### config.mk
export PLATFORM = sky130hd
export DESIGN_NAME = scc_clock_control
export DESIGN_NICKNAME = d
export VERILOG_FILES = /design/src/scc_clock_control.v
export VERILOG_INCLUDE_DIRS = /design/src
export SDC_FILE = /design/constraint.sdc
export NUM_CORES = 1
export LEC_CHECK = 0
export ABC_AREA = 1
export BUFFER_PORTS_ARGS = -buffer_cell sky130_fd_sc_hd__buf_2
export CAP_MARGIN = 20
export CELL_PAD_IN_SITES_DETAIL_PLACEMENT = 2
export CELL_PAD_IN_SITES_GLOBAL_PLACEMENT = 2
export CORE_ASPECT_RATIO = 0.8
export CORE_UTILIZATION = 31
export CTS_BUF_LIST = sky130_fd_sc_hd__clkbuf_4 sky130_fd_sc_hd__clkbuf_8
export CTS_CLUSTER_SIZE = 14
export DETAILED_ROUTE_END_ITERATION = 10
export GPL_ROUTABILITY_DRIVEN = 1
export PLACE_DENSITY_LB_ADDON = 0.1
export SKIP_LAST_GASP = 1
export SLEW_MARGIN = 20
export SYNTH_ARGS = -nofsm -noshare
export SYNTH_HDL_FRONTEND = slang
export SYNTH_SLANG_ARGS = --single-unit
### constraint.sdc
create_clock -name sys_clk -period 3.05 [get_ports sys_clk]
set_clock_uncertainty 0.1 [all_clocks]
set_input_delay 0.61 -clock sys_clk [delete_from_list [all_inputs] [get_ports sys_clk]]
set_output_delay 0.61 -clock sys_clk [all_outputs]
set_load 0.02 [all_outputs]
### src/scc_defines.vh
// constants for the system clock source control block
`ifndef SCC_DEFINES_VH
`define SCC_DEFINES_VH

// register byte addresses
`define SCC_ADDR_CLK_CTRL   8'h00
`define SCC_ADDR_INT_OSC    8'h04
`define SCC_ADDR_INT_TRIM   8'h08
`define SCC_ADDR_EXT_OSC    8'h0C

// clock control fields
`define SCC_SEL_LSB         0
`define SCC_SEL_MSB         2
`define SCC_DIV_LSB         4
`define SCC_DIV_MSB         6
`define SCC_RDY_BIT         7

// source select codes
`define SCC_SRC_PREC        3'h0
`define SCC_SRC_EXT         3'h1
`define SCC_SRC_RTC         3'h3
`define SCC_SRC_LP          3'h4

// reset values of the clock control fields
`define SCC_SEL_RESET       3'h4
`define SCC_DIV_RESET       3'h3

// internal oscillator control fields
`define SCC_IOSC_EN_BIT     0
`define SCC_IOSC_RDY_BIT    1

// trim register fields
`define SCC_TRIM_LSB        0
`define SCC_TRIM_MSB        6
`define SCC_SSE_BIT         7

// external oscillator config fields
`define SCC_XMODE_LSB       0
`define SCC_XMODE_MSB       1
`define SCC_XDRV_LSB        4
`define SCC_XDRV_MSB        6
`define SCC_XVLD_BIT        7

// external oscillator modes
`define SCC_XMODE_OFF       2'h0
`define SCC_XMODE_XTAL      2'h1
`define SCC_XMODE_XTAL_DIV2 2'h2
`define SCC_XMODE_RC        2'h3

// spread spectrum: 384 oscillator cycles per triangle, 6 steps of 0.26 % = 1.6 %
`define SCC_SS_PERIOD       384
`define SCC_SS_STEPS        6
`define SCC_SS_STEP_TICKS   (`SCC_SS_PERIOD / (2 * `SCC_SS_STEPS))

// widest divider: 2^7 = 128
`define SCC_DIV_CNT_W       7

`endif

### src/scc_clock_control.v
// system clock source selection, divider, oscillator control and apb registers
`timescale 1ns/1ps
`default_nettype none
`include "scc_defines.vh"

module scc_clock_control #(
  parameter [6:0] TRIM_FACTORY     = 7'h40,
  parameter       EXT_VALID_TICKS  = 1024
) (
  input  wire        sys_clk,
  input  wire        rst_b,
  // apb slave
  input  wire        psel,
  input  wire        penable,
  input  wire        pwrite,
  input  wire [7:0]  paddr,
  input  wire [31:0] pwdata,
  output reg  [31:0] prdata,
  output reg         pready,
  output reg         pslverr,
  // oscillator ticks, one-cycle enables
  input  wire        precOscTick,
  input  wire        extOscTick,
  input  wire        lpOscTick,
  input  wire        rtcOscTick,
  // oscillator controls
  output reg         precOscEnable,
  output reg  [6:0]  precTrim,
  output reg  [2:0]  precSpreadStep,
  output reg         lpOscEnable,
  output reg         extOscEnable,
  output reg  [1:0]  extOscMode,
  output reg  [2:0]  extDriveLevel,
  output reg         extUsesPinA,
  // clock enables out
  output reg         coreClkEn,
  output reg         extPeriphClkEn
);

  localparam SW_IDLE     = 2'b00;
  localparam SW_WAIT_OLD = 2'b01;
  localparam SW_WAIT_NEW = 2'b10;

  localparam VCNT_W = 11;

  // ---------------------------------------------------------------
  // reset synchroniser
  // ---------------------------------------------------------------
  reg rstMeta;
  reg rstSync;

  always @(posedge sys_clk or negedge rst_b) begin
    if (!rst_b) begin
      rstMeta <= 1'b0;
      rstSync <= 1'b0;
    end else begin
      rstMeta <= 1'b1;
      rstSync <= rstMeta;
    end
  end

  // ---------------------------------------------------------------
  // functions
  // ---------------------------------------------------------------
  // legal source codes
  function legalSource;
    input [2:0] code;
    begin
      legalSource = (code == `SCC_SRC_PREC) || (code == `SCC_SRC_EXT) ||
                    (code == `SCC_SRC_RTC) || (code == `SCC_SRC_LP);
    end
  endfunction

  function pickTick;
    input [2:0] code;
    input       tPrec;
    input       tExt;
    input       tRtc;
    input       tLp;
    begin
      case (code)
        `SCC_SRC_PREC: pickTick = tPrec;
        `SCC_SRC_EXT:  pickTick = tExt;
        `SCC_SRC_RTC:  pickTick = tRtc;
        `SCC_SRC_LP:   pickTick = tLp;
        default:       pickTick = 1'b0;
      endcase
    end
  endfunction

  // terminal count of divide by 2^code
  function [`SCC_DIV_CNT_W-1:0] divLimit;
    input [2:0] code;
    begin
      divLimit = ~({`SCC_DIV_CNT_W{1'b1}} << code);
    end
  endfunction

  // ---------------------------------------------------------------
  // registers
  // ---------------------------------------------------------------
  reg  [2:0] selReg;
  reg  [2:0] divReg;
  reg        divApplied;
  reg        spreadEnable;
  reg  [VCNT_W-1:0] validCnt;
  reg        extValid;

  wire apbAccess = psel & penable & ~pready;
  wire apbDone   = psel & penable & pready;
  wire wrDone    = apbDone & pwrite;

  wire wrClk  = wrDone && (paddr == `SCC_ADDR_CLK_CTRL);
  wire wrIosc = wrDone && (paddr == `SCC_ADDR_INT_OSC);
  wire wrTrim = wrDone && (paddr == `SCC_ADDR_INT_TRIM);
  wire wrExt  = wrDone && (paddr == `SCC_ADDR_EXT_OSC);

  wire [2:0] wrSel = pwdata[`SCC_SEL_MSB:`SCC_SEL_LSB];
  wire [2:0] wrDiv = pwdata[`SCC_DIV_MSB:`SCC_DIV_LSB];

  reg  [31:0] next_prdata;
  reg         next_pslverr;

  always @* begin
    next_prdata  = 32'h0000_0000;
    next_pslverr = 1'b0;
    case (paddr)
      `SCC_ADDR_CLK_CTRL: begin
        next_prdata[`SCC_SEL_MSB:`SCC_SEL_LSB] = selReg;
        next_prdata[`SCC_DIV_MSB:`SCC_DIV_LSB] = divReg;
        next_prdata[`SCC_RDY_BIT]              = divApplied;
      end
      `SCC_ADDR_INT_OSC: begin
        next_prdata[`SCC_IOSC_EN_BIT]  = precOscEnable;
        next_prdata[`SCC_IOSC_RDY_BIT] = precOscEnable;
      end
      `SCC_ADDR_INT_TRIM: begin
        next_prdata[`SCC_TRIM_MSB:`SCC_TRIM_LSB] = precTrim;
        next_prdata[`SCC_SSE_BIT]                = spreadEnable;
      end
      `SCC_ADDR_EXT_OSC: begin
        next_prdata[`SCC_XMODE_MSB:`SCC_XMODE_LSB] = extOscMode;
        next_prdata[`SCC_XDRV_MSB:`SCC_XDRV_LSB]   = extDriveLevel;
        next_prdata[`SCC_XVLD_BIT]                 = extValid;
      end
      default: begin
        next_pslverr = 1'b1;
      end
    endcase
  end

  // apb answers one cycle into the access phase
  always @(posedge sys_clk or negedge rstSync) begin
    if (!rstSync) begin
      pready  <= 1'b0;
      prdata  <= 32'h0000_0000;
      pslverr <= 1'b0;
    end else begin
      pready  <= apbAccess;
      pslverr <= apbAccess & next_pslverr;
      if (apbAccess && !pwrite) begin
        prdata <= next_prdata;
      end
    end
  end

  // control fields written by software
  always @(posedge sys_clk or negedge rstSync) begin
    if (!rstSync) begin
      selReg        <= `SCC_SEL_RESET;
      divReg        <= `SCC_DIV_RESET;
      precOscEnable <= 1'b0;
      precTrim      <= TRIM_FACTORY;
      spreadEnable  <= 1'b0;
      extOscMode    <= `SCC_XMODE_OFF;
      extDriveLevel <= 3'h0;
    end else begin
      if (wrClk) begin
        if (legalSource(wrSel)) begin
          selReg <= wrSel;
        end
        divReg <= wrDiv;
      end
      if (wrIosc) begin
        precOscEnable <= pwdata[`SCC_IOSC_EN_BIT];
      end
      if (wrTrim) begin
        precTrim     <= pwdata[`SCC_TRIM_MSB:`SCC_TRIM_LSB];
        spreadEnable <= pwdata[`SCC_SSE_BIT];
      end
      if (wrExt) begin
        extOscMode    <= pwdata[`SCC_XMODE_MSB:`SCC_XMODE_LSB];
        extDriveLevel <= pwdata[`SCC_XDRV_MSB:`SCC_XDRV_LSB];
      end
    end
  end

  // ---------------------------------------------------------------
  // external oscillator
  // ---------------------------------------------------------------
  reg extHalf;
  wire extOn = (extOscMode != `SCC_XMODE_OFF);
  wire [VCNT_W-1:0] validLimit = EXT_VALID_TICKS[VCNT_W-1:0] - 1'b1;

  wire extTickMode = (extOscMode == `SCC_XMODE_XTAL_DIV2) ? (extOscTick & extHalf)
                                                          : extOscTick;
  wire extSrcTick  = extOn & extValid & extTickMode;

  always @(posedge sys_clk or negedge rstSync) begin
    if (!rstSync) begin
      extHalf        <= 1'b0;
      validCnt       <= {VCNT_W{1'b0}};
      extValid       <= 1'b0;
      extOscEnable   <= 1'b0;
      extUsesPinA    <= 1'b0;
      extPeriphClkEn <= 1'b0;
    end else begin
      extOscEnable <= extOn;
      extUsesPinA  <= (extOscMode == `SCC_XMODE_XTAL) ||
                      (extOscMode == `SCC_XMODE_XTAL_DIV2);
      if (extOscTick) begin
        extHalf <= ~extHalf;
      end
      if (!extOn) begin
        validCnt <= {VCNT_W{1'b0}};
        extValid <= 1'b0;
      end else if (extOscTick && !extValid) begin
        if (validCnt == validLimit) begin
          extValid <= 1'b1;
        end else begin
          validCnt <= validCnt + 1'b1;
        end
      end
      // clock for timers and counter array
      extPeriphClkEn <= extSrcTick;
    end
  end

  // ---------------------------------------------------------------
  // spread spectrum
  // ---------------------------------------------------------------
  reg [4:0] ssCnt;
  reg       ssDown;

  always @(posedge sys_clk or negedge rstSync) begin
    if (!rstSync) begin
      ssCnt          <= 5'h00;
      ssDown         <= 1'b0;
      precSpreadStep <= 3'h0;
    end else if (!spreadEnable || !precOscEnable) begin
      ssCnt          <= 5'h00;
      ssDown         <= 1'b0;
      precSpreadStep <= 3'h0;
    end else if (precOscTick) begin
      // 12 steps per 384 oscillator cycles
      if (ssCnt == (`SCC_SS_STEP_TICKS - 1)) begin
        ssCnt <= 5'h00;
        if (!ssDown) begin
          precSpreadStep <= precSpreadStep + 3'h1;
          if (precSpreadStep == (`SCC_SS_STEPS - 1)) begin
            ssDown <= 1'b1;
          end
        end else begin
          precSpreadStep <= precSpreadStep - 3'h1;
          if (precSpreadStep == 3'h1) begin
            ssDown <= 1'b0;
          end
        end
      end else begin
        ssCnt <= ssCnt + 5'h01;
      end
    end
  end

  // ---------------------------------------------------------------
  // source switch and divider
  // ---------------------------------------------------------------
  reg  [1:0] swState;
  reg  [2:0] activeSel;
  reg  [2:0] activeDiv;
  reg  [`SCC_DIV_CNT_W-1:0] divCnt;

  wire precSrcTick = precOscEnable & precOscTick;
  wire lpSrcTick   = lpOscEnable & lpOscTick;
  wire oldTick = pickTick(activeSel, precSrcTick, extSrcTick, rtcOscTick, lpSrcTick);
  wire newTick = pickTick(selReg, precSrcTick, extSrcTick, rtcOscTick, lpSrcTick);
  wire divWrap = oldTick && (swState == SW_IDLE) && (divCnt == divLimit(activeDiv));

  always @(posedge sys_clk or negedge rstSync) begin
    if (!rstSync) begin
      swState     <= SW_IDLE;
      activeSel   <= `SCC_SEL_RESET;
      activeDiv   <= `SCC_DIV_RESET;
      divCnt      <= {`SCC_DIV_CNT_W{1'b0}};
      divApplied  <= 1'b0;
      coreClkEn   <= 1'b0;
      lpOscEnable <= 1'b1;
    end else begin
      // runs while selected or still in use
      lpOscEnable <= (selReg == `SCC_SRC_LP) || (activeSel == `SCC_SRC_LP);
      coreClkEn   <= 1'b0;
      case (swState)
        SW_IDLE: begin
          if (activeSel != selReg) begin
            swState <= SW_WAIT_OLD;
          end else if (oldTick) begin
            // one core pulse per 2^n source ticks
            if (divWrap) begin
              divCnt    <= {`SCC_DIV_CNT_W{1'b0}};
              coreClkEn <= 1'b1;
              activeDiv <= divReg;
            end else begin
              divCnt <= divCnt + 1'b1;
            end
          end
        end
        SW_WAIT_OLD: begin
          // finish current period of old source
          if (oldTick) begin
            swState <= SW_WAIT_NEW;
          end
        end
        SW_WAIT_NEW: begin
          // resume on a fresh edge of new source
          if (newTick) begin
            swState   <= SW_IDLE;
            activeSel <= selReg;
            divCnt    <= {`SCC_DIV_CNT_W{1'b0}};
            coreClkEn <= 1'b1;
            activeDiv <= divReg;
          end
        end
        default: begin
          swState <= SW_IDLE;
        end
      endcase
      // flag low until the written divide value is in use
      if (wrClk && (wrDiv != activeDiv)) begin
        divApplied <= 1'b0;
      end else if (activeDiv == divReg) begin
        divApplied <= 1'b1;
      end else begin
        divApplied <= 1'b0;
      end
    end
  end

endmodule
`default_nettype wire

==> results.tsv, run 1 <==
stage	metric	value	unit
sta	Slew @ Worst Pin	642	ps
finish	Inserted Diodes	0	
pwr	Sw Ratio	26.9	%
setup_path	cell mode on critical path	nand2_1	
setup_path	critical path class	reg2reg	
run	max_cap viols	0	
synthesis	Seq/Total Area, Yosys	44.7	%
floorplan	num rows	37	
clock_network	clock transition at the registers of the reported paths	90	ps
pwr	combinational power share	6.0	%
synthesis	commonest register cell after synthesis	dfrtp_1	
setup_path	CP Data Arrival Time	2660	ps
setup_path	crit start category	flip-flop	
sta	Fin. Hold Viols	0	
synthesis	syn avg cell area	7.86	um^2
grt	vias in the first global route	3938	
sta	RSZ-0062 raised after global routing	no	
status	status	finished clean	
detailed_routing	post-route antenna net violation count	0	
finish	synthesis-to-layout area growth	13.4	%
grt	antenna violations before repair	0	
placement	PortBufs	55	
synthesis	share of the synthesized area in the top cell type	39.7	%
detailed_routing	via/cell ratio	4.75	
pwr	Clock power frac	41.0	%
setup_path	reg2reg start	extOscMode[0]$_DFFE_PN0P_	
grt	largest net degree at the start of global routing	74	
min_path	Hold Path Class	reg2async	
setup_path	worst setup path start	extOscMode[0]$_DFFE_PN0P_	
synthesis	synthesized instance count	537	
clock_network	cell chosen for the clock root	clkbuf_8	
grt	first-pass GRT wire length	19800	um
setup_path	kind of cell with the highest combined delay on the critical path	simple AND/OR/NAND/NOR gates	
detailed_routing	Post-Route WL	11600	um
setup_path	crit-path cells	inv_1 -> ha_1 -> nor2_1 -> nand3_1 -> nand3_1 -> nand2_1 -> nand2_1 -> inv_1 -> nand2_1 -> nand2_1	
synthesis	number of synthesized register bits	75	
placement	routability cong.	0.744	
pwr	Pint	1420	uW
setup_path	critical path endpoint category	flip-flop	
setup_path	Critical path buffers and inverters	2	
pwr	NetSw	523	uW
sta	Final setup viols	0	
grt	gr usage total	18.2	%
setup_path	Required @ worst endpoint	3220	ps
detailed_routing	WL/cell	15.0	um
synthesis	Post-synth top cells	153 x nand2_1, 67 x dfrtp_1, 64 x inv_1	
synthesis	Async SR Flop Fraction	100	%
clock_network	cts repair resizes	0	
synthesis	Post-synth EDFFs	0	
floorplan	Die Ht	106	um
clock_network	CTS tree	yes	
pwr	maximum vdd ir drop	225	uV
sta	slew margin rel.	57.0	%
placement	HPWL after DPL	8720	um
synthesis	count leader, synth	nand2_1	
clock_network	clk buf depth	2	
pwr	sequential share of power	52.9	%
clock_network	CTS buffer count	9	
detailed_routing	DRC violations left	0	
synthesis	post-synthesis cell type count	39	
sta	post-route setup TNS	0	ps
sta	maximum clock frequency	402	MHz
grt	total grt overflow	0	
sta	Tcrit/Tclk final	81.6	%
finish	layout cells sized above 1	18.3	%
setup_path	CP max stage cell	nand2_1	
floorplan	Die Width	132	um
clock_network	clock insertion delay at the later pin of the skew report	370	ps
pwr	Pwr Total	1950	uW
synthesis	mapped cell area	4220	um^2
floorplan	die area	14100	um^2
clock_network	CTS sink cnt	75	
pwr	Cell Pwr Density	407	nW/um^2
sta	Tmin final	2490	ps
finish	Final nets	654	
sta	Slew Limit Fails	0	
floorplan	io pins	104	
floorplan	total core area	13100	um^2
synthesis	area leader, netlist	dfrtp_1	
floorplan	starting density of the core	32.3	%
setup_path	CP max FO	11	
pwr	P_leak	0.00252	uW
finish	fin util	36.7	%
synthesis	Area contributors post-synth	dfrtp_1 40%, nand2_1 14%, inv_1 5.7%	
setup_path	delay of the slowest cell on the worst path	420	ps
detailed_routing	Vias	3683	
clock_network	CTS HTree Levels	3	
synthesis	Yosys Warn Count	0	
detailed_routing	Detailed Route Iter0 Violations	121	
detailed_routing	drt pass-1 iters	4	
-- area by class of cell --
cell class / count / area [um^2]
Inverter: 71 / 267
Sequential cell: 75 / 1890
Multi-Input combinational cell: 382 / 1910
Tap cell: 175 / 219
Clock buffer: 9 / 124
Fill cell: 1564 / 8270
Clock inverter: 7 / 73.8
Timing Repair Buffer: 57 / 305
-- worst reg2reg max path: cells and delay by family (launching register included) --
family | cells | cell delay, ps
simple gates | 7 | 1310
buf+inv | 2 | 310
fa+ha+maj | 1 | 270
flops | 1 | 400
-- cell families after synthesis --
kind of cell    after synthesis  synth area share, %
buf+inv                     103                 12.2
simple gates                279                 29.7
mux                           3                 1.07
flops                        75                 44.7
other cells                   2                0.178
fa+ha+maj                     9                 2.67
compound gates               56                 7.47
xor+xnor                     10                 2.07
-- metal layers --
layer / vias up / wire [um] / GRT usage, %
met5: - / 0 / 0
met4: 0 / 106 / 4.19
met2: 79 / 5410 / 31.0
li1: 1786 / - / -
met1: 1811 / 5650 / 22.6
met3: 7 / 466 / 5.25
-- timing repair --
| item | 4_1_cts | 5_1_grt |
|---|---|---|
| hold endpoints to repair | 2 | 0 |
| setup buffers | 0 | 0 |
| hold buffers | 1 | 0 |
-- per-stage QoR --
step	worst slack [ps]	std cells	hold slack, ps	area (um^2)
CTS	507	775	270	4770
global placement	605	758	240	4560
global route	301	776	271	4790
finish	560	776	211	4790
detailed placement	531	758	239	4560
floorplan	721	560	214	4310
-- state kept, by name (all words and copies together) (netlist names), 2 cells and up --
register	flops
activeDiv	3
activeSel	3
divCnt	7
divReg	3
extDriveLevel	3
extOscMode	2
prdata	8
precSpreadStep	3
precTrim	7
selReg	3
ssCnt	5
swState	2
validCnt	11
-- power by group through the flow --
| stage | Combinational (uW) | Clock [uW] | Sequential [uW] |
|---|---|---|---|
| after floorplan | 87.9 | 0 | 1050 |
| after global placement | 102 | 0 | 1060 |
| after detailed placement | 105 | 0 | 1060 |
| after CTS | 107 | 843 | 1040 |
| after global routing | 132 | 877 | 1040 |
| final | 117 | 799 | 1030 |
-- layout by cell type, fill, tap and decap left out, drive strengths merged, types with 8 or more instances in the layout --
master	netlist	layout
ha	9	9
dfstp	8	8
a21oi	10	10
buf	31	56
nor2	47	47
nand4	21	21
o21ai	36	36
dfrtp	67	67
nand2	159	159
conb	2	25
nand3	42	42
clkbuf	1	9
inv	71	74
xor2	8	8
-- final timing paths --
kind | to | slack [ps] | depth (start not counted)
worst max-delay path | divCnt[0]$_DFFE_PN0P_ | 560 | 10
worst min-delay path | divCnt[1]$_DFFE_PN0P_ | 210 | 0
worst max register to register | divCnt[0]$_DFFE_PN0P_ | 560 | 10
worst min register to register | divCnt[1]$_DFFE_PN0P_ | 210 | 0
max in group asynchronous | precTrim[6]$_DFFE_PN1P_ | 1980 | 1
min in group sys_clk | rstSync$_DFF_PN0_ | 260 | 0
Power figures use the tool's default switching activity.
==> inputs of run 2 (changes only) <==
--- a/config.mk
+++ b/config.mk
@@ -6,13 +6,13 @@
 export SDC_FILE = /design/constraint.sdc
 export NUM_CORES = 1
 export LEC_CHECK = 0
-export ABC_AREA = 1
+export ABC_AREA = 0
 export BUFFER_PORTS_ARGS = -buffer_cell sky130_fd_sc_hd__buf_2
 export CAP_MARGIN = 20
 export CELL_PAD_IN_SITES_DETAIL_PLACEMENT = 2
 export CELL_PAD_IN_SITES_GLOBAL_PLACEMENT = 2
 export CORE_ASPECT_RATIO = 0.8
-export CORE_UTILIZATION = 31
+export CORE_UTILIZATION = 30
 export CTS_BUF_LIST = sky130_fd_sc_hd__clkbuf_4 sky130_fd_sc_hd__clkbuf_8
 export CTS_CLUSTER_SIZE = 14
 export DETAILED_ROUTE_END_ITERATION = 10
==> constraint.sdc (replaced) <==
create_clock -name sys_clk -period 2.21 [get_ports sys_clk]
set_clock_uncertainty 0.1 [all_clocks]
set_input_delay 0.442 -clock sys_clk [delete_from_list [all_inputs] [get_ports sys_clk]]
set_output_delay 0.442 -clock sys_clk [all_outputs]
set_load 0.02 [all_outputs]
==> results.tsv, run 2 <==
stage	metric	value	unit	change
status	status	complete, but fails checks		
status	failing checks	setup timing		
sta	final setup margin	-106	ps	-666 ps
detailed_routing	drt pass-1 iters	4		unchanged
synthesis	post-synthesis adder-cell area fraction	2.84	%	+0.17 points
detailed_routing	Vias	3219		-13%
synthesis	synthesized instance count	401		-25%
synthesis	largest family of logic cells by synthesized area	simple AND/OR/NAND/NOR gates		
setup_path	crit start category	flip-flop		
finish	commonest non-fill, non-tap cell in the layout	dfrtp_1		
clock_network	CTS sink cnt	75		unchanged
synthesis	share of the synthesized area in the top cell type	42.2	%	+2.5 points
finish	Final nets	556		-15%
synthesis	mapped cell area	3970	um^2	-5.9%
finish	final instance area	5030	um^2	+5.2%
floorplan	starting density of the core	30.9	%	-1.5 points
clock_network	clock insertion delay at the later pin of the skew report	370	ps	about the same
sta	Slew Limit Fails	0		unchanged
finish	area taken by multi-input logic gates	1990	um^2	+4.4%
grt	vias in the first global route	3622		-8.0%
synthesis	Compound-Gate Fraction of Synth Area	12.2	%	+4.7 points
setup_path	CP Data Arrival Time	2470	ps	-190 ps
setup_path	CP max FO	4		-7
pwr	Cell Pwr Density	535	nW/um^2	+32%
synthesis	Yosys Warn Count	0		unchanged
sta	Tmin final	2320	ps	-174 ps
placement	HPWL after DPL	8250	um	-5.4%
synthesis	commonest register cell after synthesis	dfrtp_1		
finish	top flop regs	validCnt x11, prdata x8		
detailed_routing	Post-Route WL	11100	um	-5.0%
placement	routability cong.	0.774		+4.1%
synthesis	Synth Area in XOR/XNOR	4.63	%	+2.6 points
grt	first-pass GRT wire length	18500	um	-6.6%
setup_path	critical path endpoint category	flip-flop		
synthesis	simple-gate area share of the yosys netlist	17.7	%	-12 points
setup_path	crit-path cells	or4_4 -> nor2_4 -> o21bai_1 -> a221o_2 -> a21oi_4 -> mux2_4		
finish	fillcell total	1448		-7.4%
grt	gr usage total	17.6	%	-0.54 points
finish	Inserted Diodes	0		unchanged
finish	Largest register FFs	11		unchanged
pwr	maximum vdd ir drop	275	uV	+22%
synthesis	Seq/Total Area, Yosys	47.5	%	+2.8 points
pwr	Pwr Total	2700	uW	+38%
floorplan	num rows	37		unchanged
detailed_routing	post-route antenna net violation count	0		unchanged
finish	commonest non-fill, non-tap cells in the layout	64 x dfrtp_1, 55 x buf_2, 47 x nand2_1		
synthesis	number of synthesized register bits	75		unchanged
floorplan	io pins	104		unchanged
detailed_routing	DRC violations left	0		unchanged
floorplan	Die Width	131	um	-1.4%
sta	Tcrit/Tclk final	105	%	+23 points
sta	Fin. Hold Viols	0		unchanged
sta	maximum clock frequency	432	MHz	+7.5%
run	max_cap viols	0		unchanged
sta	Final setup viols	3		+3
placement	PortBufs	55		unchanged
min_path	Hold Path Class	reg2async		
setup_path	critical path class	reg2reg		
setup_path	delay of the slowest cell on the worst path	550	ps	+130 ps
detailed_routing	via/cell ratio	4.75		about the same
floorplan	total core area	12900	um^2	-1.4%
synthesis	syn avg cell area	9.90	um^2	+26%
pwr	P_leak	0.00238	uW	-5.4%
detailed_routing	WL/cell	16.3	um	+8.8%
grt	largest net degree at the start of global routing	48		-35%
finish	synthesis-to-layout area growth	26.8	%	
sta	RSZ-0062 raised after global routing	yes		
grt	total grt overflow	0		unchanged
synthesis	Async SR Flop Fraction	100	%	unchanged
floorplan	die area	13700	um^2	-2.7%
sta	worst hold margin	149	ps	-62.0 ps
synthesis	area leader, netlist	dfrtp_1		
synthesis	count leader, synth	dfrtp_1		
clock_network	CTS tree	yes		
synthesis	Post-synth EDFFs	0		unchanged
synthesis	post-synthesis cell type count	62		+59%
clock_network	clk buf depth	2		unchanged
synthesis	Post-synth top cells	67 x dfrtp_1, 48 x nand2_1, 36 x nor2_1		
setup_path	Required @ worst endpoint	2360	ps	-860 ps
setup_path	CP max stage cell	or4_4		
clock_network	clock transition at the registers of the reported paths	80	ps	about the same
clock_network	CTS HTree Levels	3		unchanged
floorplan	Die Ht	105	um	-1.4%
finish	Top reg by flops	validCnt		
clock_network	CTS buffer count	9		unchanged
placement	post-placement cell area	4650	um^2	+1.9%
clock_network	cell chosen for the clock root	clkbuf_8		
finish	Reg area	1890	um^2	unchanged
synthesis	Area contributors post-synth	dfrtp_1 42%, dfstp_2 5.3%, mux2_2 5.1%		
detailed_routing	Detailed Route Iter0 Violations	91		-25%
grt	antenna violations before repair	0		unchanged
finish	layout cells sized above 1	34.2	%	+16 points
synthesis	post-synthesis mux area share	7.37	%	+6.3 points
[run 2: cell count changes after synthesis, moves of 7 or more]
cell / previous run / this run
xnor2_1: 2 / 10
nand4_1: 20 / 7
o21ai_1: 15 / 0
clkbuf_1: 1 / 13
inv_2: 7 / 0
nand3_1: 41 / 8
nand2_1: 153 / 48
mux2_2: 0 / 18
mux2i_1: 0 / 9
inv_1: 64 / 11
[run 2: worst max-delay path: cells and delay by family, from the launching register on]
family	cells	cell delay, ps
compound gates	3	760
flops	1	380
mux	1	320
simple gates	2	640
[run 2: kinds of logic after synthesis]
| group | count (synthesis) |
|---|---|
| and+or+nand+nor | 145 |
| adders and majority gates | 9 |
| xor gates and xnor gates | 21 |
| DFF | 75 |
| AOI/OAI and AO/OA | 69 |
| other | 2 |
| muxes | 27 |
| buffers and inverters | 53 |
[run 2: routing by layer]
metal	routed length (um)	GRT usage [%]	part of all wire [%]	vias up
met5	0	0	0	-
met3	413	5.02	3.7	15
met4	166	5.42	1.5	0
met2	5230	28.6	47	55
met1	5240	22.4	47	1610
li1	-	-	-	1539
[run 2: final timing paths]
| kind | depth (start not counted) | endpoint | slack (ps) | from |
|---|---|---|---|---|
| setup / recovery | 6 | activeDiv[2]$_DFFE_PN0P_ | -110 | divCnt[0]$_DFFE_PN0P_ |
| hold / removal | 1 | validCnt[4]$_DFFE_PN0P_ | 150 | rstSync$_DFF_PN0_ |
| setup reg to reg | 6 | activeDiv[2]$_DFFE_PN0P_ | -110 | divCnt[0]$_DFFE_PN0P_ |
| hold reg to reg | 1 | validCnt[4]$_DFFE_PN0P_ | 150 | rstSync$_DFF_PN0_ |
| max in group asynchronous | 1 | activeDiv[1]$_DFFE_PN1P_ | 1520 | rstSync$_DFF_PN0_ |
| min in group sys_clk | 2 | spreadEnable$_DFFE_PN0P_ | 200 | pwdata[7] |
[run 2: metrics by stage]
| step | cells | worst slack, ps | utilization [%] | TNS [ps] |
|---|---|---|---|---|
| 6_report | 678 | -106 | 39.1 | -236 |
| 3_3_place_gp | 653 | -82.2 | 36.1 | -194 |
| 2_1_floorplan | 424 | -71.4 | - | -102 |
| 4_1_cts | 673 | -113 | 38.3 | -280 |
| 5_1_grt | 678 | -158 | 39.1 | -621 |
| 3_5_place_dp | 653 | -135 | 36.1 | -454 |
[run 2: where the power goes]
part | switching [uW] | internal [uW] | leakage [uW]
logic | 116 | 53.0 | 0.00129
registers | 10.8 | 1390 | 0.000980
clock network | 534 | 594 | 0.000110
[run 2: cell type report]
cell class	count	share of cell area, %
clock buffers	12	3.16
repair buffers	105	13.5
flip-flops and latches	75	37.5
multi-input cells	296	39.6
clock inverters	4	0.969
well taps	175	4.35
inverters	11	0.870
[run 2: what timing repair did]
| item | CTS | global route |
|---|---|---|
| resized for setup | 10 | 16 |
| pin swaps | 5 | 12 |
| buffers inserted | 3 | 5 |
| endpoints found under the hold margin | 2 | 0 |
| gates cloned | 0 | 0 |
| hold buffers | 1 | 0 |
| setup endpoints to repair | 7 | 10 |
